**src/mfd_pkg.sv**
```systemverilog
// constants, field layouts and carrier types of the modem format and deviation bank
// Functional notes
// - adc clock is crystal over twice (code+1)
// - scrambler enable scrambles tx and rx bits
// - format 00 is nrz, 01 manchester
// - formats 10/11 transparent, clock pin 0/1
// - shaping enable applies gaussian shaping, resets one
// - exponent in bits six to four, reset six
// - mantissa in low four bits, reset eight
// - low band deviation: fref*m*2^(x-16)
// - high band deviation: fref*m*2^(x-15)
// - zero mantissa selects on-off keying
// - reference frequency is crystal over (code+1)
package mfd_pkg;
  // register offsets
  localparam logic [7:0] MODEM_CONFIG_ADDR = 8'h0d;
  localparam logic [7:0] FREQ_DEVIATION_ADDR = 8'h0e;
  localparam logic [7:0] REF_CONFIG_ADDR = 8'h20;
  // reset values
  localparam logic [7:0] MODEM_CONFIG_RESET = 8'h30;
  localparam logic [7:0] FREQ_DEVIATION_RESET = 8'he8;
  localparam logic [7:0] REF_CONFIG_RESET = 8'h02;
  // field positions
  localparam int ADC_DIV_LSB = 4;
  localparam int SCRAMBLER_ENABLE_BIT = 2;
  localparam int FORMAT_LSB = 0;
  localparam int SHAPING_BIT = 7;
  localparam int TX_DEV_EXP_LSB = 4;
  localparam int TX_DEV_MANT_LSB = 0;
  localparam int REF_DIV_LSB = 0;
  localparam int BAND_HIGH_BIT = 3;
  // deviation word counts in units of fref / 2^16; high band adds one to the exponent
  localparam int DEV_WORD_WIDTH = 12;
  // bit timing
  localparam int CLK_PERIOD_NS = 25;
  localparam int BIT_TIME_NS = 1000;
  localparam int BIT_CYCLES = (BIT_TIME_NS + CLK_PERIOD_NS - 1) / CLK_PERIOD_NS;
  localparam int HALF_BIT_CYCLES = BIT_CYCLES / 2;
  localparam int FIFO_DEPTH = 4;
  // pn9 seed
  localparam logic [8:0] PN9_SEED = 9'h1ff;

  typedef enum logic [1:0] {
    FMT_NRZ = 2'h0,
    FMT_MANCHESTER = 2'h1,
    FMT_UART_LOW = 2'h2,
    FMT_UART_HIGH = 2'h3
  } mfd_format_type;

  typedef struct packed {
    logic [2:0] adcDiv;
    logic scramblerEnable;
    mfd_format_type format;
  } mfd_modem_cfg_type;

  typedef struct packed {
    logic shapingEnable;
    logic [2:0] txDeviationExponent;
    logic [3:0] txDeviationMantissa;
  } mfd_deviation_cfg_type;

  typedef struct packed {
    logic [7:0] addr;
    logic [7:0] wrData;
    logic wr;
    logic rd;
  } mfd_reg_req_type;
endpackage

```
**src/mfd_fifo.sv**
```systemverilog
// small first-in first-out buffer with valid and ready on both sides
`timescale 1ns/1ps
module mfd_fifo #(
  parameter int WIDTH = 1,
  parameter int DEPTH = 4
) (
  input wire logic clk,
  input wire logic rst,
  input wire logic [WIDTH-1:0] inData,
  input wire logic inValid,
  output logic inReady,
  output logic [WIDTH-1:0] outData,
  output logic outValid,
  input wire logic outReady
);
  localparam int PW = $clog2(DEPTH);
  logic [WIDTH-1:0] mem_q [DEPTH];
  logic [PW-1:0] wrPtr_q;
  logic [PW-1:0] rdPtr_q;
  logic [PW:0] count_q;
  wire push = inValid && inReady;
  wire pop = outValid && outReady;

  // honest full and empty from the fill count
  assign inReady = (count_q < (PW+1)'(DEPTH));
  assign outValid = (count_q != '0);
  assign outData = mem_q[rdPtr_q];

  // pointers and count
  always_ff @(posedge clk) begin
    if (rst) begin
      wrPtr_q <= '0;
      rdPtr_q <= '0;
      count_q <= '0;
    end else begin
      if (push) wrPtr_q <= (wrPtr_q == PW'(DEPTH - 1)) ? '0 : wrPtr_q + 1'b1;
      if (pop) rdPtr_q <= (rdPtr_q == PW'(DEPTH - 1)) ? '0 : rdPtr_q + 1'b1;
      count_q <= count_q + (PW+1)'(push) - (PW+1)'(pop);
    end
  end

  // storage
  always_ff @(posedge clk) begin
    if (push) mem_q[wrPtr_q] <= inData;
  end
endmodule

```
**src/mfd_pn9.sv**
```systemverilog
// nine-stage pseudo-random scrambler, x^9 + x^5 + 1
`timescale 1ns/1ps
module mfd_pn9 (
  input wire logic clk,
  input wire logic rst,
  input wire logic enable,
  input wire logic step,
  input wire logic inBit,
  output logic outBit
);
  logic [8:0] lfsr_q;
  wire feedback = lfsr_q[8] ^ lfsr_q[4];

  // the sequence restarts whenever scrambling is off, so both ends stay aligned
  always_ff @(posedge clk) begin
    if (rst || !enable) begin
      lfsr_q <= mfd_pkg::PN9_SEED;
    end else if (step) begin
      lfsr_q <= {lfsr_q[7:0], feedback};
    end
  end

  assign outBit = enable ? (inBit ^ lfsr_q[8]) : inBit;
endmodule

```
**src/mfd_top.sv**
```systemverilog
// modem format and deviation register bank with its bit path
`timescale 1ns/1ps
module mfd_top (
  input wire logic clk,
  input wire logic rst,
  input wire logic [7:0] regAddr,
  input wire logic [7:0] regWrData,
  input wire logic regWr,
  input wire logic regRd,
  output logic [7:0] regRdData,
  input wire logic txBit,
  input wire logic txValid,
  output logic txReady,
  output logic modemTxBit,
  output logic [1:0] modemTxLevel,
  output logic dataClockPin,
  input wire logic rxBit,
  input wire logic rxValid,
  output logic rxDataBit,
  output logic rxDataValid,
  output logic adcClock,
  output logic refTick,
  output logic [mfd_pkg::DEV_WORD_WIDTH-1:0] deviationWord,
  output logic ookMode,
  output logic shapingEnable
);
  import mfd_pkg::*;

  typedef enum logic [2:0] {
    ST_IDLE = 3'b001,
    ST_FIRST = 3'b010,
    ST_SECOND = 3'b100
  } mfd_tx_state_type;

  ////////////////////////////////////////////////////////////////////////////
  // register bank

  mfd_modem_cfg_type modemCfg_q;
  mfd_deviation_cfg_type devCfg_q;
  logic [2:0] refDiv_q;
  logic bandHigh_q;
  logic [7:0] regRdData_q;
  logic [7:0] regRdData_d;
  mfd_reg_req_type req;

  // bus request bundle and address decode
  assign req = '{addr: regAddr, wrData: regWrData, wr: regWr, rd: regRd};
  wire selModem = (req.addr == MODEM_CONFIG_ADDR);
  wire selDev = (req.addr == FREQ_DEVIATION_ADDR);
  wire selRef = (req.addr == REF_CONFIG_ADDR);
  wire [7:0] modemRead = {1'b0, modemCfg_q.adcDiv, 1'b0, modemCfg_q.scramblerEnable,
                          modemCfg_q.format};
  wire [7:0] devRead = devCfg_q;
  wire [7:0] refRead = {4'h0, bandHigh_q, refDiv_q};

  // read mux; unmapped addresses read zero, data stand only after a read strobe
  always_comb begin
    regRdData_d = 8'h00;
    if (req.rd) begin
      if (selModem) regRdData_d = modemRead;
      else if (selDev) regRdData_d = devRead;
      else if (selRef) regRdData_d = refRead;
    end
  end

  // configuration writes; reserved modem bits are not stored and read zero
  always_ff @(posedge clk) begin
    if (rst) begin
      modemCfg_q <= mfd_modem_cfg_type'({MODEM_CONFIG_RESET[6:4], MODEM_CONFIG_RESET[2:0]});
      devCfg_q <= mfd_deviation_cfg_type'(FREQ_DEVIATION_RESET);
      refDiv_q <= REF_CONFIG_RESET[2:0];
      bandHigh_q <= REF_CONFIG_RESET[BAND_HIGH_BIT];
    end else if (req.wr) begin
      if (selModem) begin
        modemCfg_q.adcDiv <= req.wrData[ADC_DIV_LSB +: 3];
        modemCfg_q.scramblerEnable <= req.wrData[SCRAMBLER_ENABLE_BIT];
        modemCfg_q.format <= mfd_format_type'(req.wrData[FORMAT_LSB +: 2]);
      end
      if (selDev) begin
        devCfg_q.shapingEnable <= req.wrData[SHAPING_BIT];
        devCfg_q.txDeviationExponent <= req.wrData[TX_DEV_EXP_LSB +: 3];
        devCfg_q.txDeviationMantissa <= req.wrData[TX_DEV_MANT_LSB +: 4];
      end
      if (selRef) begin
        refDiv_q <= req.wrData[REF_DIV_LSB +: 3];
        bandHigh_q <= req.wrData[BAND_HIGH_BIT];
      end
    end
  end

  // read data register
  always_ff @(posedge clk) begin
    if (rst) regRdData_q <= 8'h00;
    else regRdData_q <= regRdData_d;
  end
  assign regRdData = regRdData_q;

  ////////////////////////////////////////////////////////////////////////////
  // adc and reference clock dividers

  logic [2:0] adcCnt_q;
  logic adcClock_q;
  logic [2:0] refCnt_q;
  logic refTick_q;
  wire adcRun = (modemCfg_q.adcDiv != 3'h0);
  wire adcWrap = (adcCnt_q >= modemCfg_q.adcDiv);
  wire refRun = (refDiv_q != 3'h0);
  wire refWrap = (refCnt_q >= refDiv_q);

  // adc clock toggles every code+1 crystal cycles, a period of 2*(code+1); code 0 stops it
  always_ff @(posedge clk) begin
    if (rst || !adcRun) begin
      adcCnt_q <= 3'h0;
      adcClock_q <= 1'b0;
    end else if (adcWrap) begin
      adcCnt_q <= 3'h0;
      adcClock_q <= !adcClock_q;
    end else begin
      adcCnt_q <= adcCnt_q + 3'h1;
    end
  end
  assign adcClock = adcClock_q;

  // reference tick once every code+1 crystal cycles; code 0 stops it
  always_ff @(posedge clk) begin
    if (rst || !refRun) begin
      refCnt_q <= 3'h0;
      refTick_q <= 1'b0;
    end else begin
      refCnt_q <= refWrap ? 3'h0 : refCnt_q + 3'h1;
      refTick_q <= refWrap;
    end
  end
  assign refTick = refTick_q;

  ////////////////////////////////////////////////////////////////////////////
  // deviation word and keying

  logic [DEV_WORD_WIDTH-1:0] deviationWord_q;
  logic ookMode_q;
  logic shaping_q;
  // low band: m << x in fref/2^16 units; high band doubles it (exponent minus 15)
  wire [3:0] devShift = {1'b0, devCfg_q.txDeviationExponent} + {3'h0, bandHigh_q};
  wire [DEV_WORD_WIDTH-1:0] devWord =
    DEV_WORD_WIDTH'({8'h00, devCfg_q.txDeviationMantissa} << devShift);

  always_ff @(posedge clk) begin
    if (rst) begin
      deviationWord_q <= '0;
      ookMode_q <= 1'b0;
      shaping_q <= 1'b1;
    end else begin
      deviationWord_q <= devWord;
      ookMode_q <= (devCfg_q.txDeviationMantissa == 4'h0);
      shaping_q <= devCfg_q.shapingEnable;
    end
  end
  assign deviationWord = deviationWord_q;
  assign ookMode = ookMode_q;
  assign shapingEnable = shaping_q;

  ////////////////////////////////////////////////////////////////////////////
  // transmit path: fifo, scrambler, line coder

  logic fifoBit;
  logic fifoValid;
  logic scrBit;
  logic [$clog2(BIT_CYCLES)-1:0] bitCnt_q;
  mfd_tx_state_type txState_q;
  mfd_tx_state_type txState_d;
  logic curBit_q;
  logic modemTxBit_q;
  logic prevBit_q;
  logic [1:0] txLevel_q;
  logic dataClock_q;

  wire isUart = modemCfg_q.format[1];
  wire isManchester = (modemCfg_q.format == FMT_MANCHESTER);
  wire halfDone = (bitCnt_q == ($clog2(BIT_CYCLES))'(HALF_BIT_CYCLES - 1));
  wire bitDone = (bitCnt_q == ($clog2(BIT_CYCLES))'(BIT_CYCLES - 1));
  // transparent modes pass bits as soon as they arrive; coded modes take one per bit time
  wire takeBit = isUart ? 1'b1 : (txState_q == ST_IDLE || bitDone);
  wire popBit = takeBit && fifoValid;

  mfd_fifo #(
    .WIDTH(1),
    .DEPTH(FIFO_DEPTH)
  ) txFifo (
    .clk(clk),
    .rst(rst),
    .inData(txBit),
    .inValid(txValid),
    .inReady(txReady),
    .outData(fifoBit),
    .outValid(fifoValid),
    .outReady(takeBit)
  );

  mfd_pn9 txScrambler (
    .clk(clk),
    .rst(rst),
    .enable(modemCfg_q.scramblerEnable),
    .step(popBit),
    .inBit(fifoBit),
    .outBit(scrBit)
  );

  // bit framing: a new bit starts in st_first, manchester sends its inverse in st_second
  always_comb begin
    txState_d = txState_q;
    case (txState_q)
      ST_IDLE: begin
        if (popBit && !isUart) txState_d = ST_FIRST;
      end
      ST_FIRST: begin
        if (isUart) txState_d = ST_IDLE;
        else if (halfDone) txState_d = ST_SECOND;
      end
      ST_SECOND: begin
        if (isUart) txState_d = ST_IDLE;
        else if (bitDone) txState_d = popBit ? ST_FIRST : ST_IDLE;
      end
      default: txState_d = ST_IDLE;
    endcase
  end

  // state and bit timer
  always_ff @(posedge clk) begin
    if (rst) begin
      txState_q <= ST_IDLE;
      bitCnt_q <= '0;
      curBit_q <= 1'b0;
    end else begin
      txState_q <= txState_d;
      bitCnt_q <= (txState_d == ST_IDLE || popBit) ? '0 : bitCnt_q + 1'b1;
      if (popBit) curBit_q <= scrBit;
    end
  end

  // line coding of the outgoing bit
  wire nrzOut = popBit ? scrBit : curBit_q;
  wire manchOut = (txState_d == ST_SECOND) ? !curBit_q : nrzOut;
  wire codedBit = isUart ? (popBit ? scrBit : modemTxBit_q) :
                  isManchester ? manchOut : nrzOut;
  // gaussian shaping modelled as a two-tap average onto a three-level symbol
  wire [1:0] shapedLevel = shaping_q ? ({1'b0, codedBit} + {1'b0, prevBit_q}) :
                           {codedBit, 1'b0};
  // data clock: fixed in transparent modes, otherwise high in the first half of a bit
  wire dataClockNext = isUart ? modemCfg_q.format[0] : (txState_d == ST_FIRST);

  always_ff @(posedge clk) begin
    if (rst) begin
      modemTxBit_q <= 1'b0;
      prevBit_q <= 1'b0;
      txLevel_q <= 2'h0;
      dataClock_q <= 1'b0;
    end else begin
      modemTxBit_q <= codedBit;
      prevBit_q <= codedBit;
      txLevel_q <= shapedLevel;
      dataClock_q <= dataClockNext;
    end
  end
  assign modemTxBit = modemTxBit_q;
  assign modemTxLevel = txLevel_q;
  assign dataClockPin = dataClock_q;

  ////////////////////////////////////////////////////////////////////////////
  // receive path: descrambler

  logic rxPlain;
  logic rxDataBit_q;
  logic rxDataValid_q;

  mfd_pn9 rxScrambler (
    .clk(clk),
    .rst(rst),
    .enable(modemCfg_q.scramblerEnable),
    .step(rxValid),
    .inBit(rxBit),
    .outBit(rxPlain)
  );

  always_ff @(posedge clk) begin
    if (rst) begin
      rxDataBit_q <= 1'b0;
      rxDataValid_q <= 1'b0;
    end else begin
      rxDataBit_q <= rxValid ? rxPlain : rxDataBit_q;
      rxDataValid_q <= rxValid;
    end
  end
  assign rxDataBit = rxDataBit_q;
  assign rxDataValid = rxDataValid_q;
endmodule

```
**config.mk**
```make
export PLATFORM = sky130hd
export DESIGN_NAME = mfd_top
export DESIGN_NICKNAME = d
export VERILOG_FILES = /design/src/mfd_pkg.sv /design/src/mfd_fifo.sv /design/src/mfd_pn9.sv /design/src/mfd_top.sv
export SDC_FILE = /design/constraint.sdc
export NUM_CORES = 1
export LEC_CHECK = 0
export BUFFER_PORTS_ARGS = -buffer_cell sky130_fd_sc_hd__buf_4
export CORE_AREA = 2 2 81 103
export DETAILED_ROUTE_END_ITERATION = 16
export DIE_AREA = 0 0 83 105
export PLACE_DENSITY = 0.75
export SLEW_MARGIN = 20
export SYNTH_ARGS = -nofsm -noshare
export SYNTH_HDL_FRONTEND = slang
export SYNTH_SLANG_ARGS = --single-unit
```
**constraint.sdc**
```tcl
create_clock -name clk -period 5.4 [get_ports clk]
set_clock_uncertainty 0.2 [all_clocks]
set_input_delay 0.27 -clock clk [delete_from_list [all_inputs] [get_ports clk]]
set_output_delay 0.27 -clock clk [all_outputs]
set_load 0.01 [all_outputs]
```
==> results of run 1 <==
layout make-up:
| class | count | area, um2 |
|---|---|---|
| clock buffer | 10 | 127.6 |
| clock inverter | 6 | 52.55 |
| fill | 661 | 2977 |
| inverter | 16 | 60.06 |
| multi-input combinational | 304 | 1934 |
| sequential | 95 | 1942 |
| tap | 95 | 118.9 |
| timing repair buffer | 63 | 490.5 |
cell families (layout without fill, tap and decap cells):
kind of cell | Yosys count | after routing | share of synthesized area (%)
compound gates | 60 | 60 | 10.16
xor+xnor | 15 | 15 | 3.261
fa+ha+maj | 20 | 20 | 6.398
buf+inv | 38 | 95 | 3.851
flops | 95 | 95 | 48.20
mux | 13 | 13 | 3.603
simple gates | 196 | 196 | 24.53
flip-flops by register name (all words and copies together), names as in the netlist, 4 cells and up, named ones only:
register / count
regRdData: 8
bitCnt_q: 6
deviationWord: 12
modemCfg_q: 5
devCfg_q: 8
txFifo.mem_q: 4
rxScrambler.lfsr_q: 9
txScrambler.lfsr_q: 9
metal layers:
| metal | global-route usage, % | vias to the layer above |
|---|---|---|
| li1 | - | 1615 |
| met1 | 22.59 | 1474 |
| met2 | 32.66 | 66 |
| met5 | 0 | - |
| met4 | 9.133 | 0 |
| met3 | 3.002 | 13 |
worst max-delay path, delay by kind of cell, from the launching register on:
family | cells | cell delay (ps)
AO/OA/AOI/OAI | 1 | 270
XOR/XNOR | 2 | 320
adder cells (fa/ha/maj) | 4 | 1070
buffers and inverters | 3 | 320
flip-flops | 1 | 340
AND/OR/NAND/NOR | 3 | 730
per-stage QoR:
step / util (%) / power, mW / setup WS (ps)
after floorplan: - / 1.232 / 2308
after global placement: 58.07 / 1.316 / 2147
after detailed placement: 58.07 / 1.348 / 2043
after CTS: 61.32 / 1.783 / 2025
after global routing: 61.35 / 1.890 / 1786
final: 61.35 / 1.765 / 2029
cells in the final DEF (no fill, tap or decap), drive strengths merged, types with 3 or more instances in the layout:
| master | n |
|---|---|
| nand2 | 64 |
| a222oi | 3 |
| nand2b | 7 |
| mux2i | 10 |
| clkbuf | 10 |
| inv | 19 |
| xnor2 | 10 |
| and3 | 9 |
| nor4 | 5 |
| a21oi | 24 |
| a22oi | 6 |
| nand3 | 25 |
| ha | 19 |
| a211oi | 4 |
| edfxtp | 4 |
| nor3 | 13 |
| dfxtp | 91 |
| o21ai | 4 |
| and2 | 5 |
| or3 | 3 |
| or2 | 3 |
| xor2 | 5 |
| buf | 56 |
| a211o | 6 |
| nor2b | 5 |
| nand3b | 3 |
| nor3b | 3 |
| dlygate4sd3 | 7 |
| nor2 | 41 |
timing repair:
action                    4_1_cts  5_1_grt
hold endpoints to repair       15        0
hold buffers                    7        0
gates resized for setup         0        0
worst max path at each step:
stage / start / end / slack (ps) / depth (start not counted)
final: bitCnt_q[0]$_SDFF_PP0_ / txFifo.count_q[2]$_SDFF_PP0_ / 2030 / 13
after global routing: bitCnt_q[0]$_SDFF_PP0_ / txFifo.count_q[2]$_SDFF_PP0_ / 1790 / 13
after CTS: bitCnt_q[0]$_SDFF_PP0_ / txFifo.count_q[2]$_SDFF_PP0_ / 2020 / 13
after detailed placement: bitCnt_q[0]$_SDFF_PP0_ / txFifo.count_q[2]$_SDFF_PP0_ / 2040 / 13
after global placement: bitCnt_q[0]$_SDFF_PP0_ / txFifo.count_q[2]$_SDFF_PP0_ / 2150 / 13
after floorplan: bitCnt_q[0]$_SDFF_PP0_ / txFifo.count_q[2]$_SDFF_PP0_ / 2310 / 15
power by group through the flow:
stage	clock (mW)	combinational [mW]	sequential [mW]
2_1_floorplan	0	0.384	0.848
3_3_place_gp	0	0.467	0.848
3_5_place_dp	0	0.495	0.854
4_1_cts	0.441	0.505	0.837
5_1_grt	0.470	0.573	0.847
6_report	0.431	0.498	0.837
==> flow_results.org, run 1 <==
** Logic synthesis
- Counting flops with an async set or reset pin after synthesis yields a share of 0%.
- For this run, the leading register cell type out of synthesis is sky130_fd_sc_hd__dfxtp_1.
- Synthesis-stage register bit count :: 95
- Net count after synthesis :: 481
- Post-synthesis instance area :: 4029 um2
- For this run, the number of Yosys warnings is 0.
- Sequential element share of the synthesized area :: 48.20%
- Mapped Cells :: 437
- After synthesis, the cell types taking the most area are sky130_fd_sc_hd__dfxtp_1 45%, sky130_fd_sc_hd__nand2_1 6.0%, sky130_fd_sc_hd__ha_1 5.9%.
- The commonest cells after synthesis are 91 x sky130_fd_sc_hd__dfxtp_1, 64 x sky130_fd_sc_hd__nand2_1, 35 x sky130_fd_sc_hd__nor2_1, 25 x sky130_fd_sc_hd__nand3_1, 24 x sky130_fd_sc_hd__a21oi_1.
- In this run the mean area of a mapped cell was 9.219 um2.
- The synthesized netlist contains 60 unique library cells.
- The share of synthesized area in the top cell type comes to 45.22%.
- Largest area contributor in the synthesized netlist :: sky130_fd_sc_hd__dfxtp_1
- Yosys instantiated no cell more often than sky130_fd_sc_hd__dfxtp_1.
- In this run, synthesis inferred 4 flip-flops with an integrated enable.

** Power and ir drop
- LEAKAGE :: 1.938 nW
- Fraction of power spent switching nets :: 33.34%
- Sw Pwr :: 0.5886 mW
- IR analysis of the VDD net gives a maximum drop of 0.2316 mV.
- Combinational power share :: 28.2%
- Seq pwr share :: 47.4%
- Relative contribution of the clock network to total power :: 24.4%
- Power spread over the standard cell area amounts to 373.6 nW/um2.
- Internal Power :: 1.177 mW

** Worst hold path
- Along the worst hold path, the cell count comes to 2.
- For hold timing, the worst endpoint is rxDataBit$_SDFFE_PP0P_.
- Min-delay src :: rxValid
- Class of the tightest hold or removal check :: input port to register

** Setup path
- The startpoint identified for the worst register-to-register timing path is bitCnt_q[0]$_SDFF_PP0_.
- On the worst path, the slowest cell contributes a delay of 430 ps.
- Worst-path cell chain :: ha_1 > and4bb_4 > a211oi_2 > or2_1 > inv_2 > ha_1 > inv_1 > ha_1 > inv_1 > fa_1 > xnor2_1 > xnor2_1 > nor2_1
- Critical path required time :: 5430 ps
- For the worst setup path, the data arrival time is 3410 ps.
- The slowest stage of the critical path is the sky130_fd_sc_hd__or2_1 cell.
- The worst register-to-register path ends at txFifo.count_q[2]$_SDFF_PP0_.
- CP Max Fanout :: 15
- Flop2flop setup slack :: 2030 ps
- Crit. End Element :: register
- Most common cell type on the critical path :: sky130_fd_sc_hd__ha_1
- Kind of critical path :: register to register
- Worst R2R Path Depth :: 13
- Type of origin of the critical path :: register

** Cells and area
- The finished cells cover 4726 um2.
- The number of antenna diodes in the final layout is 0.
- Non-Filler Instances :: 589
- Relative to the synthesized area, the layout overhead comes to 17.30%.
- Layout net count :: 533
- Fraction of layout instances using a drive strength above 1 :: 18.83%

** Die
- The initial utilization of the core area, before any placement, comes to 52.31%.
- Boundary Pins :: 55
- Measured along the y axis, the die boundary spans 105 um.
- Floorplan die width :: 83 um
- In this run the core area contains 36 standard-cell rows.
- Area of the placeable core :: 7702 um2
- The die covers 8715 um2.

** GRT
- Antenna violations before repair :: 0
- Global routing consumed, over all layers together, 18.85% of the routing resources.
- Global routing finished with a remaining overflow of 0.
- Maximum number of pins on one net before global-route repair :: 50
- The number of global-route vias before repair came to 3,076.
- The first global-routing pass estimated 13,570 um of wire.

** STA
- Setup total negative slack on the finished layout was measured at 0 ps.
- The tightest hold path in the finished design has a slack of 37.83 ps.
- Final setup violation count :: 0
- The hold violation count in the final report came to 0.
- Achievable frequency :: 0.2967 GHz
- For the pin with the worst max-slew slack, the measured transition is 734.9 ps.
- Setup repair after global routing left no endpoint under its margin.
- Clock period minus worst slack :: 3371 ps
- Ratio of final minimum period to clock period :: 62.42%
- Headroom to the max-slew limit came out at 50.63%.
- The final max-slew violation count was 0.

** CTS
- The number of setup buffers added after CTS is 0.
- The root buffer cell chosen for the clock tree is sky130_fd_sc_hd__clkbuf_8.
- CTS Buf Count :: 9
- CTS tree :: done
- The H-tree was split into 3 levels.
- Count of clock tree sinks :: 95
- Clock-pin slew on the worst setup and hold paths :: 90 ps
- Clock latency reported for the late side of the worst-skew pair :: 360 ps
- Counting along the longest clock path gives a buffer depth of 2.

** Route
- Dividing the detail-routed via count by the number of cells gives 5.379.
- Met3 layer wire length in the routed design :: 279 um
- Aggregate routed wire length :: 7963 um
- The first routing iteration left 175 violations.
- Met2 Routed Length :: 3928 um
- Number of nets still failing antenna checks after routing :: 0
- Avg WL per Cell :: 13.52 um
- Signal routing reaches up to met4.
- Vias post-DR :: 3,168
- First-pass iteration count of the detailed router :: 7
- Remaining DRCs :: 0
- In the final routing, the length of wire on met1 measures 3620 um.

** Place
- Post-placement cell count :: 566
- Number of port buffers :: 54
- At the end of routability-driven placement, the weighted congestion stood at 0.8766.
- Summed over all nets, the half-perimeter wirelength after detailed placement is 5585 um.
- Once placement finished, the instance area stood at 4473 um2.

** Run
- MaxCap Viol Count :: 0

** Run status
- The run finished with clean final reports.
Note: power is estimated with default switching activity, not from simulation.
==> run 2, diff against run 1 <==
--- a/config.mk
+++ b/config.mk
@@ -5,6 +5,7 @@
 export SDC_FILE = /design/constraint.sdc
 export NUM_CORES = 1
 export LEC_CHECK = 0
+export ABC_AREA = 1
 export BUFFER_PORTS_ARGS = -buffer_cell sky130_fd_sc_hd__buf_4
 export CORE_AREA = 2 2 81 103
 export DETAILED_ROUTE_END_ITERATION = 16
==> constraint.sdc (replaced) <==
create_clock -name clk -period 3.5 [get_ports clk]
set_clock_uncertainty 0.2 [all_clocks]
set_input_delay 0.175 -clock clk [delete_from_list [all_inputs] [get_ports clk]]
set_output_delay 0.175 -clock clk [all_outputs]
set_load 0.01 [all_outputs]
==> run 2 against run 1 <==
Maximum frequency is 19% higher. Count of clock-buffer cells in the layout is 1 lower. Combinational power is 63% higher. Critical endpoint unchanged. Cell area up 2.5%. Total power is 57% higher. Final cell count grew 13%. First-iteration DRC count is 24% higher. Via count grew 6.8%. Highest routed layer unchanged. Area after synthesis decreased by 0.47%. Clock power is 58% higher. Routed wire length is 2.2% higher.
==> flow_results.org, run 2 <==
** Die
- From left edge to right edge, the die measures 83 um.
- Initial Util :: 52.06%
- Boundary Pins :: 55
- From bottom edge to top edge, the die measures 105 um.
- Area of the placeable core :: 7702 um2
- Die area :: 8715 um2
- The floorplan has 36 rows.

** Logic synthesis
- Of the post-synthesis cell area, the dominant cell type holds 45.43%.
- Cell with the most instances after synthesis :: sky130_fd_sc_hd__nand2_1
- Post-synthesis instance area :: 4010 um2
- Dominant cells by area after synthesis :: sky130_fd_sc_hd__dfxtp_1 45%, sky130_fd_sc_hd__nand2_1 10%, sky130_fd_sc_hd__ha_1 5.9%
- Synthesis instantiated 42 different standard cells from the library.
- Number of enable-type register cells in the synthesized netlist :: 4
- Synthesis-stage register bit count :: 95
- For this run, asynchronously set or reset flops after synthesis account for 0%.
- A synthesized cell averages 8.069 um2.
- Sequential element share of the synthesized area :: 48.42%
- For this run, the number of Yosys warnings is 0.
- Mapped Cells :: 497
- Synthesis produced a netlist with a net count of 541.
- Most used DFF post-synth :: sky130_fd_sc_hd__dfxtp_1
- Synth cell count leaders :: 108 x sky130_fd_sc_hd__nand2_1, 91 x sky130_fd_sc_hd__dfxtp_1, 63 x sky130_fd_sc_hd__inv_1, 44 x sky130_fd_sc_hd__nor2_1, 36 x sky130_fd_sc_hd__nand3_1
- Largest area contributor in the synthesized netlist :: sky130_fd_sc_hd__dfxtp_1

** CTS
- Clock-pin slew on the worst setup and hold paths :: 90 ps
- After clock tree synthesis, the repair step resized 0 gates.
- Clock latency reported for the late side of the worst-skew pair :: 380 ps
- The longest clock path from root to sink contains 2 buffers.
- The clock net in this run drives a total of 95 sinks.
- Depth of the CTS H-tree :: 3
- CTS Buf Count :: 9
- Root Buffer Master :: sky130_fd_sc_hd__clkbuf_8
- CTS tree :: done

** Cells and area
- In the final design database the tool counted 612 nets.
- The register with the most flip-flops in the layout has 12 of them.
- Antenna cell count :: 0
- Filler cell count in the final layout :: 660
- The sequential cells in the finished layout cover a total of 1942 um2.
- Layout Area Growth over Synthesis :: 20.84%
- Leaving out fill and tap cells, the most frequent cell in the layout is sky130_fd_sc_hd__nand2_1.
- The top cell types in the final layout, fill and taps aside, are 108 x sky130_fd_sc_hd__nand2_1, 91 x sky130_fd_sc_hd__dfxtp_1, 63 x sky130_fd_sc_hd__inv_1.
- Core Util, Final :: 62.91%
- Cells with a size suffix above 1 make up 16.40% of the layout.
- With fillers left out, the area of the finished cells amounts to 4846 um2.
- Multi-input combinational cell area :: 1774 um2

** GRT
- Entering global routing, the biggest net connects 21 pins.
- GRT Total Usage :: 20.45%
- The number of global-route vias before repair came to 3,310.
- The first global-routing pass estimated 14,640 um of wire.
- Antenna violations before repair :: 0
- Global-route congestion overflow total :: 0

** Setup path
- The critical path ends at txFifo.count_q[2]$_SDFF_PP0_.
- Start of the worst register-to-register path :: bitCnt_q[0]$_SDFF_PP0_
- CP Max Fanout :: 14
- Crit. End Element :: register
- STA puts the critical path data arrival time at 2930 ps.
- Flop2flop setup slack :: 670 ps
- Type of origin of the critical path :: register
- The endpoint identified for the worst register-to-register timing path is txFifo.count_q[2]$_SDFF_PP0_.
- Critical path launch point :: bitCnt_q[0]$_SDFF_PP0_
- Worst R2R Path Depth :: 13
- Critical path required time :: 3600 ps
- Kind of critical path :: register to register

** Place
- At the end of routability-driven placement, the weighted congestion stood at 0.9404.
- In this run the tool buffered the top-level ports with 54 buffer cells.
- Detailed placer's ending HPWL :: 6074 um
- In this run the cell area measured after placement is 4497 um2.

** STA
- Final setup violation count :: 0
- At the pin with the least slew margin, the transition time is 721.1 ps.
- Clock period minus worst slack :: 2830 ps
- Achievable frequency :: 0.3534 GHz
- Of the available clock period, the critical path in the final layout requires 80.84%.
- Unrepaired setup endpoints after global routing :: no
- Sum of negative setup slack :: 0 ps
- The hold violation count in the final report is 0.
- Slew headroom :: 51.88%
- The final max-slew violation count is 0.

** Power and ir drop
- Power comes to 2.779 mW.
- Dividing total power by cell area gives a power density of 573.5 nW/um2.
- Peak supply drop :: 0.3480 mV
- In this run the static leakage power is 2.248 nW.

** Route
- The first detailed-routing pass ran for 4 iterations.
- Number of nets still failing antenna checks after routing :: 0
- Avg WL per Cell :: 12.19 um
- For this block, the initial DRC count from the detailed router was 217.
- The detailed router placed 3,382 vias in this run.
- For this run, design rule violations remaining after detail routing come to 0.
- After detailed routing, the number of vias per cell comes to 5.063.
- Aggregate routed wire length :: 8142 um

** Run status
- The run finished with clean final reports.

** Run
- The tool flagged a number of max-cap violations equal to 0.

** Worst hold path
- Class of the tightest hold or removal check :: input port to register
-- run 2: cell count changes after synthesis, sizes merged, moves of 9 or more --
| cell | previous run | this run |
|---|---|---|
| inv | 16 | 67 |
| nand2 | 64 | 113 |
| o21ai | 4 | 27 |
| nand3 | 25 | 38 |
| mux2i | 10 | 0 |
| clkbuf | 16 | 7 |
-- run 2: how the worst min path moves through the flow --
| stage | startpoint | depth (start not counted) | to | slack [ps] |
|---|---|---|---|---|
| floorplan | txBit | 0 | txFifo.mem_q[0]$_DFFE_PP_ | 70 |
| global placement | txBit | 1 | txFifo.mem_q[2]$_DFFE_PP_ | 180 |
| detailed placement | txBit | 1 | txFifo.mem_q[2]$_DFFE_PP_ | 180 |
| CTS | regWr | 4 | modemCfg_q[4]$_SDFFE_PP1P_ | 70 |
| global route | regWr | 4 | modemCfg_q[4]$_SDFFE_PP1P_ | 110 |
| finish | txValid | 3 | txFifo.wrPtr_q[1]$_SDFFE_PP0P_ | 60 |
-- run 2: metal layers --
metal	vias to the layer above	wire (um)	GRT usage [%]
met5	-	0	0
met4	0	150	9.016
met3	14	317	4.739
met2	67	4263	36.58
met1	1553	3410	22.97
li1	1748	-	-
-- run 2: through the flow --
stage / instances / setup slack (ps) / hold WS, ps
global route: 668 / 466.0 / 108.6
detailed placement: 636 / 701.4 / 182.7
CTS: 668 / 678.2 / 65.25
global placement: 636 / 796.4 / 178.2
floorplan: 497 / 867.9 / 73.87
finish: 668 / 670.4 / 64.23
-- run 2: cell type report --
| type | count | share of cell area (%) |
|---|---|---|
| flip-flops and latches | 95 | 40.07 |
| multi-input cells | 324 | 36.61 |
| repair buffers | 71 | 11.83 |
| inverters | 67 | 5.190 |
| clock buffers | 9 | 2.556 |
| well taps | 95 | 2.453 |
| clock inverters | 7 | 1.291 |
-- run 2: what timing repair did --
action,in CTS,in global routing
setup endpoints to repair,0,0
hold buffers,16,0
buffers inserted,0,0
endpoints found under the hold margin,44,0
-- run 2: cell families after synthesis --
kind of cell | share of synthesized area (%)
fa+ha+maj | 6.428
xor+xnor | 1.966
simple gates | 24.21
compound gates | 11.58
buf+inv | 7.395
flops | 48.42
-- run 2: critical path, cell delays in order (launching register included) --
cell                      delay, ps
sky130_fd_sc_hd__dfxtp_1        360
sky130_fd_sc_hd__ha_1           230
sky130_fd_sc_hd__nand3_1        140
sky130_fd_sc_hd__nor2_4         150
sky130_fd_sc_hd__nor2_2          60
sky130_fd_sc_hd__nor2_4         270
sky130_fd_sc_hd__ha_1           300
sky130_fd_sc_hd__inv_1           60
sky130_fd_sc_hd__ha_1           130
sky130_fd_sc_hd__inv_1           50
sky130_fd_sc_hd__fa_1           370
sky130_fd_sc_hd__xor2_1         200
sky130_fd_sc_hd__o21ai_0        100
sky130_fd_sc_hd__a21oi_1        150
-- run 2: power breakdown --
part           total, mW  switching, mW  internal [mW]
combinational      0.813          0.480          0.333
sequential          1.28         0.0775           1.21
clock              0.682          0.409          0.273
